$ cat src/pkg/fpfs_pkg.sv
// Purpose: constants for the floppy pin and function select block
// Assumes: one clock, synchronous active-high reset
// Notes: field positions of the pin-select and floppy option configuration
// Functional notes
// - printer data bit 7 drives ext drive A select open drain in two-drive mode only.
// - density select bit 0 goes out on its own open-drain pin.
// - two-bit field picks density-1 pin: density, gpio1 bit0, kbc line 12, sci.
// - gpio1 bit0 on density pin also feeds alternate interrupt input 1.
// - head select high means side 0, low means side 1.
// - write data active low open drain; write enable open drain too.
// - one active-low step pulse per head movement to another track.
// - step direction high outward, low inward.
// - motor on b pulled low enables drive 1, released otherwise.
// - motor on a pulled low enables drive 0, released otherwise.
// - drive select a and b pulled low enable their drives.
// - read data enters through a pulled-up input.
// - option bit 7 set turns off the five input pull-ups.
// - cfg a bit 6 picks gate a20 output or gpio1 bit1 with irq 2.
// - cfg a bit 7 picks kbd reset or gpio1 bit2 with watchdog output.
// - cfg b bit 0 picks kbd inhibit input or gpio1 bit3.
package fpfs_pkg;
  localparam int        DEN1_SEL_LSB  = 0;
  localparam int        ADDR_LINE20_GATE_SEL_BIT  = 6;
  localparam int        KBD_RESET_OUT_SEL_BIT = 7;
  localparam int        KINH_SEL_BIT  = 0;
  localparam int        PU_OFF_BIT    = 7;
  localparam logic [1:0] DEN1_DENSITY = 2'h0;
  localparam logic [1:0] DEN1_GPIO    = 2'h1;
  localparam logic [1:0] DEN1_KBC     = 2'h2;
  localparam logic [1:0] DEN1_SCI     = 2'h3;
  localparam logic [7:0] CFG_A_RST    = 8'h00;
  localparam logic [7:0] CFG_B_RST    = 8'h00;
  localparam logic [7:0] FOPT_RST     = 8'h00;
endpackage : fpfs_pkg

$ cat src/core/fpfs_pins.sv
// Purpose: pad-level pin muxing for floppy and shared function pins
// Assumes: internal cores are on clk; drive inputs are asynchronous
// Notes: open-drain pins expose out/oe; out is 0 when driven on dedicated pins, shared pins can drive 1
`timescale 1ns/100ps
`default_nettype none
module fpfs_pins (
  input  wire logic       clk,
  input  wire logic       srst,
  // configuration
  input  wire logic [7:0] pin_select_cfg_a,
  input  wire logic [7:0] pin_select_cfg_b,
  input  wire logic [7:0] floppy_option_cfg,
  input  wire logic       ext_two_drive_mode,
  // floppy controller side, active low as on the pins
  input  wire logic       fdc_ext_drive_a_select_n,
  input  wire logic       fdc_density_sel_0,
  input  wire logic       fdc_density_sel_1,
  input  wire logic       fdc_head_side0,
  input  wire logic       fdc_write_en_n,
  input  wire logic       fdc_write_data_n,
  input  wire logic       fdc_step_n,
  input  wire logic       fdc_dir_out,
  input  wire logic       fdc_motor_on_a_n,
  input  wire logic       fdc_motor_on_b_n,
  input  wire logic       fdc_drive_select_a_n,
  input  wire logic       fdc_drive_select_b_n,
  // other cores
  input  wire logic       gpio1_out,
  input  wire logic [3:0] gpio1_oe,
  input  wire logic [3:0] gpio1_dout,
  input  wire logic       kbc_port_line_twelve_out,
  input  wire logic       kbc_port_line_twelve_oe,
  input  wire logic       system_ctl_irq_n,
  input  wire logic       addr_line20_gate,
  input  wire logic       kbd_reset_out,
  input  wire logic       wdog_timeout_out,
  input  wire logic       wdog_on_gpio12,
  // core-side inputs
  output logic [3:0]      gpio1_din,
  output logic            alt_irq_input_1,
  output logic            alt_irq_input_2,
  output logic            kbc_port_line_twelve_in,
  output logic            kbd_inhibit_in,
  output logic            media_changed,
  output logic            read_data,
  output logic            write_protected,
  output logic            track_zero,
  output logic            index_mark,
  output logic            input_pullup_off,
  // pads
  input  wire logic       printer_data_bit7_in,
  output logic            printer_data_bit7_out,
  output logic            printer_data_bit7_oe,
  output logic            density_sel_0_oe,
  input  wire logic       density_sel_1_in,
  output logic            density_sel_1_out,
  output logic            density_sel_1_oe,
  output logic            head_oe,
  output logic            write_en_oe,
  output logic            write_serial_out_oe,
  output logic            step_oe,
  output logic            dir_oe,
  output logic            motor_on_b_oe,
  output logic            motor_on_a_oe,
  output logic            drive_select_a_oe,
  output logic            drive_select_b_oe,
  input  wire logic       media_changed_in,
  input  wire logic       read_data_in,
  input  wire logic       write_protect_in,
  input  wire logic       track_zero_in,
  input  wire logic       index_in,
  input  wire logic       a20_pin_in,
  output logic            a20_pin_out,
  output logic            a20_pin_oe,
  input  wire logic       kbd_reset_out_pin_in,
  output logic            kbd_reset_out_pin_out,
  output logic            kbd_reset_out_pin_oe,
  input  wire logic       kinh_pin_in,
  output logic            kinh_pin_out,
  output logic            kinh_pin_oe,
  output logic            head_out,
  output logic            od_low
);
  logic [1:0] den1_sel;
  logic       addr_line20_gate_gpio;
  logic       kbd_reset_out_gpio;
  logic       kinh_gpio;
  logic [7:0] s1_ff;
  logic [7:0] s2_ff;
  logic [7:0] pin_raw;
  logic [7:0] out_ff;
  logic [7:0] nxt_out;
  logic [10:0] oe_ff;
  logic [10:0] nxt_oe;
  logic [3:0] mux_out_ff;
  logic [3:0] mux_oe_ff;
  logic [3:0] nxt_mux_out;
  logic [3:0] nxt_mux_oe;

  assign den1_sel   = pin_select_cfg_a[fpfs_pkg::DEN1_SEL_LSB +: 2];
  assign addr_line20_gate_gpio  = pin_select_cfg_a[fpfs_pkg::ADDR_LINE20_GATE_SEL_BIT];
  assign kbd_reset_out_gpio = pin_select_cfg_a[fpfs_pkg::KBD_RESET_OUT_SEL_BIT];
  assign kinh_gpio  = pin_select_cfg_b[fpfs_pkg::KINH_SEL_BIT];
  assign input_pullup_off = floppy_option_cfg[fpfs_pkg::PU_OFF_BIT];
  assign od_low = 1'b0;

  // input synchroniser: two flops before any logic
  assign pin_raw = {kinh_pin_in, kbd_reset_out_pin_in, a20_pin_in, density_sel_1_in,
                    index_in, track_zero_in, write_protect_in, read_data_in};
  always_ff @(posedge clk) begin
    if (srst) begin
      s1_ff <= 8'hFF;
      s2_ff <= 8'hFF;
    end else begin
      s1_ff <= pin_raw;
      s2_ff <= s1_ff;
    end
  end

  logic mc1_ff;
  logic mc2_ff;
  always_ff @(posedge clk) begin
    if (srst) begin
      mc1_ff <= 1'b1;
      mc2_ff <= 1'b1;
    end else begin
      mc1_ff <= media_changed_in;
      mc2_ff <= mc1_ff;
    end
  end

  // drive status, active high inside
  assign media_changed   = ~mc2_ff;
  assign read_data       = ~s2_ff[0];
  assign write_protected = ~s2_ff[1];
  assign track_zero      = ~s2_ff[2];
  assign index_mark      = ~s2_ff[3];

  // shared pin inputs routed only to the selected function
  assign alt_irq_input_1 = (den1_sel == fpfs_pkg::DEN1_GPIO) & s2_ff[4];
  assign kbc_port_line_twelve_in = (den1_sel == fpfs_pkg::DEN1_KBC) ? s2_ff[4] : 1'b1;
  assign alt_irq_input_2 = addr_line20_gate_gpio & s2_ff[5];
  assign kbd_inhibit_in  = kinh_gpio ? 1'b1 : s2_ff[7];
  always_comb begin
    gpio1_din    = 4'h0;
    gpio1_din[0] = (den1_sel == fpfs_pkg::DEN1_GPIO) & s2_ff[4];
    gpio1_din[1] = addr_line20_gate_gpio & s2_ff[5];
    gpio1_din[2] = kbd_reset_out_gpio & s2_ff[6];
    gpio1_din[3] = kinh_gpio & s2_ff[7];
  end

  // dedicated open-drain outputs: enable pulls low
  always_comb begin
    nxt_oe     = 11'h000;
    nxt_oe[0]  = ext_two_drive_mode & ~fdc_ext_drive_a_select_n;
    nxt_oe[1]  = ~fdc_density_sel_0;
    nxt_oe[2]  = ~fdc_head_side0;
    nxt_oe[3]  = ~fdc_write_en_n;
    nxt_oe[4]  = ~fdc_write_data_n;
    nxt_oe[5]  = ~fdc_step_n;
    nxt_oe[6]  = ~fdc_dir_out;
    nxt_oe[7]  = ~fdc_motor_on_b_n;
    nxt_oe[8]  = ~fdc_motor_on_a_n;
    nxt_oe[9]  = ~fdc_drive_select_a_n;
    nxt_oe[10] = ~fdc_drive_select_b_n;
  end
  always_ff @(posedge clk) begin
    if (srst) oe_ff <= 11'h000;
    else      oe_ff <= nxt_oe;
  end
  assign nxt_out = 8'h00;
  always_ff @(posedge clk) begin
    if (srst) out_ff <= 8'h00;
    else      out_ff <= nxt_out;
  end
  assign printer_data_bit7_out = out_ff[0];
  assign printer_data_bit7_oe  = oe_ff[0];
  assign density_sel_0_oe      = oe_ff[1];
  assign head_oe               = oe_ff[2];
  assign head_out              = out_ff[1];
  assign write_en_oe           = oe_ff[3];
  assign write_serial_out_oe   = oe_ff[4];
  assign step_oe               = oe_ff[5];
  assign dir_oe                = oe_ff[6];
  assign motor_on_b_oe         = oe_ff[7];
  assign motor_on_a_oe         = oe_ff[8];
  assign drive_select_a_oe     = oe_ff[9];
  assign drive_select_b_oe     = oe_ff[10];

  // shared output pins: only the selected function drives
  always_comb begin
    nxt_mux_out = 4'h0;
    nxt_mux_oe  = 4'h0;
    unique case (den1_sel)
      fpfs_pkg::DEN1_DENSITY: begin
        nxt_mux_out[0] = 1'b0;
        nxt_mux_oe[0]  = ~fdc_density_sel_1;
      end
      fpfs_pkg::DEN1_GPIO: begin
        nxt_mux_out[0] = gpio1_dout[0];
        nxt_mux_oe[0]  = gpio1_oe[0];
      end
      fpfs_pkg::DEN1_KBC: begin
        nxt_mux_out[0] = kbc_port_line_twelve_out;
        nxt_mux_oe[0]  = kbc_port_line_twelve_oe;
      end
      fpfs_pkg::DEN1_SCI: begin
        nxt_mux_out[0] = 1'b0;
        nxt_mux_oe[0]  = ~system_ctl_irq_n;
      end
    endcase
    if (addr_line20_gate_gpio) begin
      nxt_mux_out[1] = gpio1_dout[1];
      nxt_mux_oe[1]  = gpio1_oe[1];
    end else begin
      nxt_mux_out[1] = addr_line20_gate;
      nxt_mux_oe[1]  = 1'b1;
    end
    if (kbd_reset_out_gpio) begin
      nxt_mux_out[2] = wdog_on_gpio12 ? wdog_timeout_out : gpio1_dout[2];
      nxt_mux_oe[2]  = wdog_on_gpio12 | gpio1_oe[2];
    end else begin
      nxt_mux_out[2] = kbd_reset_out;
      nxt_mux_oe[2]  = 1'b1;
    end
    nxt_mux_out[3] = gpio1_dout[3];
    nxt_mux_oe[3]  = kinh_gpio & gpio1_oe[3];
  end
  always_ff @(posedge clk) begin
    if (srst) begin
      mux_out_ff <= 4'h0;
      mux_oe_ff  <= 4'h0;
    end else begin
      mux_out_ff <= nxt_mux_out;
      mux_oe_ff  <= nxt_mux_oe;
    end
  end
  assign density_sel_1_out = mux_out_ff[0];
  assign density_sel_1_oe  = mux_oe_ff[0];
  assign a20_pin_out       = mux_out_ff[1];
  assign a20_pin_oe        = mux_oe_ff[1];
  assign kbd_reset_out_pin_out     = mux_out_ff[2];
  assign kbd_reset_out_pin_oe      = mux_oe_ff[2];
  assign kinh_pin_out      = mux_out_ff[3];
  assign kinh_pin_oe       = mux_oe_ff[3];
endmodule : fpfs_pins
`default_nettype wire

$ cat config.mk
export PLATFORM = sky130hd
export DESIGN_NAME = fpfs_pins
export DESIGN_NICKNAME = d
export VERILOG_FILES = /design/src/pkg/fpfs_pkg.sv /design/src/core/fpfs_pins.sv
export SDC_FILE = /design/constraint.sdc
export NUM_CORES = 1
export LEC_CHECK = 0
export ABC_AREA = 1
export ABC_CLOCK_PERIOD_IN_PS = 900
export BUFFER_PORTS_ARGS = -buffer_cell sky130_fd_sc_hd__buf_2
export CORE_MARGIN = 4
export CORE_UTILIZATION = 37
export DETAILED_ROUTE_END_ITERATION = 6
export PLACE_DENSITY = 0.8
export SYNTH_ARGS = -nofsm -noshare
export SYNTH_HDL_FRONTEND = slang
export SYNTH_SLANG_ARGS = --single-unit
$ cat constraint.sdc
create_clock -name clk -period 0.9 [get_ports clk]
set_input_delay 0.27 -clock clk [delete_from_list [all_inputs] [get_ports clk]]
set_output_delay 0.27 -clock clk [all_outputs]
set_load 0.03 [all_outputs]
==> results of run 1 <==
==> registers in the layout (all words and copies together) (netlist names) <==
register,count
s1_ff,8
mc1_ff,1
mux_out_ff,4
mux_oe_ff,4
oe_ff,11
s2_ff,8
mc2_ff,1
==> cell usage in the layout, fill, tap and decap left out, types with 2 or more instances in the layout <==
| cell | instances |
|---|---|
| sky130_fd_sc_hd__inv_1 | 12 |
| sky130_fd_sc_hd__clkinv_2 | 2 |
| sky130_fd_sc_hd__inv_2 | 5 |
| sky130_fd_sc_hd__clkbuf_4 | 5 |
| sky130_fd_sc_hd__or2_2 | 4 |
| sky130_fd_sc_hd__nor2_1 | 20 |
| sky130_fd_sc_hd__dfxtp_1 | 12 |
| sky130_fd_sc_hd__nand2_1 | 9 |
| sky130_fd_sc_hd__or2_1 | 14 |
| sky130_fd_sc_hd__nand2_2 | 2 |
| sky130_fd_sc_hd__a21oi_1 | 4 |
| sky130_fd_sc_hd__buf_4 | 9 |
| sky130_fd_sc_hd__nand3_1 | 4 |
| sky130_fd_sc_hd__conb_1 | 3 |
| sky130_fd_sc_hd__buf_6 | 31 |
| sky130_fd_sc_hd__dfxtp_2 | 25 |
| sky130_fd_sc_hd__buf_2 | 43 |
==> cell usage after synthesis, drive strengths merged <==
cell / instances / share of area, %
dfxtp: 37 / 63
nor2: 20 / 6.4
or2: 19 / 10
inv: 17 / 5.4
nand2: 11 / 3.5
buf: 9 / 6.4
nand3: 5 / 2.1
a21oi: 4 / 1.7
conb: 1 / 0.32
nand3b: 1 / 0.64
nor3: 1 / 0.42
o21ai: 1 / 0.42
==> through the flow <==
step / cells / utilization (%)
floorplan: 128 / -
global placement: 245 / 52.7
detailed placement: 245 / 52.7
CTS: 254 / 62.1
global route: 254 / 62.6
finish: 254 / 62.6
==> final cells by class <==
| cell class | instances | area [sq um] | area share, % |
|---|---|---|---|
| multi-input cells | 65 | 333 | 17.4 |
| inverters | 17 | 63.8 | 3.34 |
| repair buffers | 83 | 632 | 33.1 |
| flip-flops and latches | 37 | 772 | 40.4 |
| clock inverters | 3 | 17.5 | 0.917 |
| clock buffers | 5 | 37.5 | 1.96 |
| well taps | 44 | 55.1 | 2.88 |
==> what timing repair did <==
item,4_1_cts,5_1_grt
setup buffers,1,0
gates resized for setup,85,10
setup endpoints to repair,32,32
pin swaps,1,0
hold buffers,0,0
==> power by group <==
| group | switching [mW] | total (mW) | leakage [nW] | internal [mW] |
|---|---|---|---|---|
| Combinational | 0.324 | 0.599 | 0.643 | 0.275 |
| Sequential | 0.0328 | 1.77 | 0.310 | 1.73 |
| Clock | 0.545 | 0.839 | 0.0310 | 0.294 |
==> metal layers <==
layer / vias to the layer above / part of all wire, % / GRT usage (%)
met4: 0 / 2.2 / 7.92
met5: - / 0 / 0
met3: 6 / 9.5 / 6.07
met2: 55 / 55 / 33.0
met1: 484 / 34 / 14.9
li1: 528 / - / -
==> cell families (layout without fill, tap and decap cells) <==
group,after synthesis,count (layout)
buffers and inverters,26,108
AOI/OAI and AO/OA,5,5
and+or+nand+nor,57,57
DFF,37,37
other,1,3
==> path summary, 6_finish.rpt <==
| path | start | endpoint | cells past startpoint |
|---|---|---|---|
| setup / recovery | s2_ff[4] | gpio1_din[0] | 3 |
| hold / removal | fdc_ext_drive_a_select_n | oe_ff[0] | 2 |
| setup reg to reg | s1_ff[5] | s2_ff[5] | 1 |
| hold reg to reg | s1_ff[2] | s2_ff[2] | 1 |
==> results, run 1 <==
- Prior to clock tree synthesis, the placed netlist has a worst setup slack of -0.254 ns.
- The sequential element share of the synthesized area is a little over three fifths.
- The final critical path takes up 152% of the cycle.
- The die width is about 65 microns.
- The largest net degree at the start of global routing is 25.
- The share of the synthesized area in compound gates (AO/OA/AOI/OAI) is 2.12%.
- The worst setup path is launched from a register.
- TritonCTS created 5 clock buffers.
- The post-route netlist has 61.9% of its cells at a drive strength greater than 1.
- Across all register-to-register paths, the minimum setup slack is approximately 0.23 ns.
- The placed instances occupy a cell area of 1610 sq um.
- After legalization and detailed placement, the total HPWL measured around 2200 microns.
- Walking the worst path, the cells encountered are inv_2 -> nor3_4 -> buf_4.
- The shortest period the worst path allows is between 1 and 1.5 ns.
- The total power density per cell area is ~1700 nW/um^2.
- The initial utilization of the core area, before any placement, comes to 38.7%.
- The flow ran to the end, but the final reports show violations.
- The first-pass iteration count of the detailed router is 4.
- The cell chosen for the clock root is sky130_fd_sc_hd__clkbuf_4.
- For this run, design rule violations remaining after detail routing come to 0.
- The number of antenna violations at the first check in global routing came to 0.
- The finished cells cover about 1900 sq um.
- The number of buffers added on ports is 75.
- Setup slack on the critical path of the routed design comes to -0.472 ns.
- The remaining antenna violation count is 0.
- The routed layout has 1073 vias.
- The weighted congestion at the end of routability-driven global placement is 0.678.
- The data arrival at the endpoint of the critical path is roughly 1.1 ns.
- Setup repair after global routing could not meet its margin everywhere.
- The number of inserted filler cells in the final layout is about 280.
- After synthesis the netlist holds a flip-flop and latch count of 37.
- The tightest min-delay check is of the in -> reg type.
- For this run, the post-layout net count is 274.
- The post-synthesis cell count is roughly 130.
- Summed over all failing endpoints, the final setup total negative slack is -7.14 ns.
- The post-synthesis cell type count is 14.
- The worst stage delay on the critical path is roughly 0.34 ns.
- The count of clock tree sinks is 37.
- The maximum buffer depth of the clock tree is 2.
- The post-synth design cell area is 1180 sq um.
- Setup violations remaining at the end of the flow were counted as 32.
- The Yosys step of the flow raised 0 warnings.
- The critical path contains buffers and inverters numbering 2 combined.
- The count of final max-slew check failures is 0.
- The average routed wire per standard cell is roughly 12 microns.
- A synthesized cell averages between 9 and 10 sq um.
- After detailed routing, the number of vias per cell comes to between 4 and 5.
- The total global routing track utilization is roughly 17%.
- Measured along the y axis, the die boundary spans between 60 and 70 microns.
- On the critical path the largest part of the delay comes from flip-flops.
- The synthesized netlist devotes 0% of its cell area to XOR and XNOR gates.
- Summed over all cells, the static leakage comes to a little under 1 nW.
- The floorplan step defined a core boundary enclosing 3050 sq um.
- Multiplexer cells account for 0% of the synthesized area.
- The floorplan step defined a die boundary enclosing 4160 sq um.
- The slowest library cell on the worst path is sky130_fd_sc_hd__dfxtp_2.
- Between clock sinks in the finished design, the worst skew comes to 0.00992 ns.
- The design draws between 3 and 4 mW.
- The worst hold margin is 0.0622 ns.
- The peak ir drop on the vdd network is 0.000941 V.
- The max-cap violation count is 0.
- The final-report hold violation count is 0.
- The via count of the first global-routing pass is roughly 1100.
- After clock tree synthesis, the clock-pin slew on the worst setup and hold paths is 0.12 ns.
- Summing the areas of all fa, ha and maj instances in the mapped netlist gives 0% of the synthesized area.
- The maximum level of the CTS H-tree is 2.
- The category of the critical setup timing path is reg -> out.
- The number of primary I/O pins is between 100 and 150.
- The combinational family with the most area after synthesis is simple AND/OR/NAND/NOR gates.
- The type of element capturing the critical path is an output port.
- The number of antenna diodes is 0.
- The first global-routing pass estimated just over 5000 microns of wire.
- The clock reaches the later pin of the worst-skew pair after approximately 0.34 ns.
- The leftover overflow at the end of global routing is 0.
- Data on the critical path is required at its endpoint by 0.63 ns.
- Derived from the worst setup path, the maximum achievable clock frequency is roughly 730 MHz.
- After Yosys synthesis, and, or, nand and nor cells account for 23.1% of the synthesized area.
- The critical-path maximum fanout is 2.
- The area growth from synthesis to layout is 61.8%.
- Summed over all layers, the routed wires come to approximately 3200 microns.
- The number of rows created at floorplan is 20.
- The starting DRC count in detailed routing is 38.
- The TritonCTS clock tree is built.
- The checks that failed: negative setup slack.
(Power assumes the default switching activity.)
==> run 2, diff against run 1 <==
CELL_PAD_IN_SITES_DETAIL_PLACEMENT = 1   (was default)
CELL_PAD_IN_SITES_GLOBAL_PLACEMENT = 2   (was default)
CORE_UTILIZATION = 18   (was 37)
PLACE_DENSITY = 0.77   (was 0.8)
SKIP_CTS_REPAIR_TIMING = 1   (was default)
==> results, run 2 (synthesized netlist as in run 1, its figures left out) <==
- The run finished, with violations left.
- The checks that failed: negative setup slack.
- The sequential cells in the finished layout cover a total of just under 800 sq um.
- The share of final-layout standard cells stronger than drive strength 1 is 62.1%.
- Across the routed clock network, the largest skew measured is between 0.003 and 0.004 ns.
- The data arrival at the endpoint of the critical path is 0.97 ns.
- The worst endpoint required time is 0.63 ns.
- The weighted congestion at the end of routability-driven global placement is 0.675.
- The maximum buffer depth of the clock tree is 2.
- The worst setup path is of the reg -> out kind.
- Once routing completed, OpenROAD measured the worst setup slack at -0.335 ns.
- The starting DRC count in detailed routing is 28.
- The cell chosen for the clock root is sky130_fd_sc_hd__clkbuf_8.
- Global routing used under 10% of the available tracks across all layers.
- The number of buffers added on ports is 75.
- The vertical die dimension is a little under 90 microns.
- The register with the most flip-flops in the layout has 11 of them.
- The cell depth of the worst min-delay path is 2.
- The maximum achievable frequency is 810 MHz.
- Pin placement for this block handled between 100 and 150 I/O pins.
- The count of final max-slew check failures was 0.
- The worst hold margin is between 0.1 and 0.15 ns.
- After the last flow step, the layout net total stands at 276.
- The final-report hold violation count is 0.
- The register-to-register path setup slack is roughly 0.24 ns.
- The number of antenna diodes is 0.
- The register clock-pin slew on the reported worst setup and hold paths is 0.07 ns.
- The layout-stage area growth over the synthesis result is 69.9%.
- STA classifies the critical path startpoint as a register.
- The wire length of the first global-routing pass is 4340 microns.
- Along the worst path, the maximum fanout reaches 2.
- For the worst-skew pair, the clock arrives at the later sink with an insertion delay of 0.27 ns.
- The startpoint identified for the worst hold timing path is fdc_ext_drive_a_select_n.
- For this run the aggregate overflow at the end of global routing stands at 0.
- For this configuration, the core starts out at a cell density of between 10% and 20%.
- The post-placement setup slack is -0.215 ns.
- The via count of the first global-routing pass is slightly above 1000.
- The die is slightly below 90 microns wide.
- The path with the worst hold slack has its endpoint at oe_ff[0].
- The total area inside the core boundary comes to 6350 sq um.
- The worst stage delay on the critical path is roughly 0.33 ns.
- The signal on the critical path passes through inv_2 -> nor3_4 -> buf_4.
- The commonest non-fill, non-tap cell in the layout is sky130_fd_sc_hd__buf_2.
- After detailed routing, the average wire length per cell comes to between 10 and 15 microns.
- The reg-to-reg startpoint is s1_ff[6].
- The top register by number of flip-flops is oe_ff.
- The setup-violating endpoint count in the final report is 32.
- The peak ir drop on the vdd network is 0.000740 V.
- The length in cells of the worst reg-to-reg path is 1.
- Detailed placement finished with a half-perimeter wire length of 2310 microns.
- The max-cap violation count is 0.
- The ratio of final minimum period to clock period is 137%.
- After detailed routing, the number of remaining DRC violations is 0.
- The number of vias per cell after detailed routing is between 3 and 4.
- STA classifies the critical path endpoint as an output port.
- The remaining antenna violation count is 0.
- The total wire length after detailed routing is 2950 microns.
- In this run the critical register-to-register path is captured at s2_ff[6].
- The total power density per cell area is roughly 1700 nW/um^2.
- The largest registers in the layout are oe_ff x11, s1_ff x8, s2_ff x8.
- Across all layers, the routed design uses 1050 vias.
- The slowest stage of the critical path belongs to the cell sky130_fd_sc_hd__dfxtp_2.
- Leaving out fill and tap cells, the most frequent cells in the layout are sky130_fd_sc_hd__buf_2, sky130_fd_sc_hd__buf_6, sky130_fd_sc_hd__dfxtp_2.
- Counting the fill cells in the layout gives about 760.
- The core utilization of the finished layout is about a third.
- The smallest clock period supported by the final layout is computed as 1.24 ns.
- The number of buffers created by CTS is 5.
- The number of rows created at floorplan is 29.
- The class of the most critical hold timing path is in -> reg.
- The largest net degree at the start of global routing is 16.
- Setup repair after global routing could not meet its margin everywhere.
- The first-pass iteration count of the detailed router is 2.
- The die area is around 8000 sq um.
- In this run the static leakage power is about 1.0 nW.
- TritonCTS built the clock tree.
- In the final layout, the multi-input gates occupy 328 sq um.
- The clock tree synthesis step divided the H-tree into 2 levels.
- The design draws 3.51 mW.
- For this design, the sink count on the clock tree is 37.
- The number of antenna violations at the first check in global routing is 0.
run 2: changes by cell type in the layout (fill, tap and decap cells not counted), sizes merged:
cell,delta
clkinvlp,-1
clkbuf,+2
buf,+2
clkinv,-2
run 2: cell type report:
class,count,area share (%)
Multi-Input combinational cell,65,16.3
Clock buffer,7,4.30
Sequential cell,37,38.5
Timing Repair Buffer,85,32.9
Inverter,17,3.18
Tap cell,77,4.80
run 2: worst max-delay path, delay by kind of cell (launching register included):
family	cells	cell delay (ns)
buffers and inverters	2	0.23
flip-flops	1	0.33
AND/OR/NAND/NOR	1	0.13
run 2: report_power, final:
group          total (mW)  switching [mW]  internal, mW
registers            1.76          0.0294          1.73
clock network        1.14           0.537         0.608
logic               0.602           0.315         0.287
total                3.51           0.882          2.63
run 2: how the worst max path moves through the flow:
stage                 endpoint           startpoint  cells past startpoint  slack (ns)
2_1_floorplan     gpio1_din[0]  pin_select_cfg_a[0]                      3       -0.28
3_3_place_gp   alt_irq_input_1  pin_select_cfg_a[0]                      4       -0.22
3_5_place_dp      gpio1_din[0]  pin_select_cfg_a[0]                      4       -0.22
4_1_cts           gpio1_din[0]             s2_ff[4]                      3       -0.38
5_1_grt        alt_irq_input_1             s2_ff[4]                      3       -0.40
6_report       alt_irq_input_1             s2_ff[4]                      3       -0.34
run 2: stage by stage:
stage | setup TNS [ns] | cell area [sq um] | cells
CTS | -6.49 | 1770 | 288
floorplan | -0.393 | 1210 | 128
finish | -4.27 | 2010 | 288
global route | -5.70 | 2010 | 288
detailed placement | -2.30 | 1690 | 281
global placement | -2.13 | 1690 | 281
run 2: metal layers:
layer	wire length (microns)	track usage, %	part of all wire (%)	vias to the layer above
li1	-	-	-	530
met1	1040	7.59	35	467
met2	1480	12.1	50	49
met3	399	3.41	14	4
met4	36	3.38	1.2	0
met5	0	0	0	-
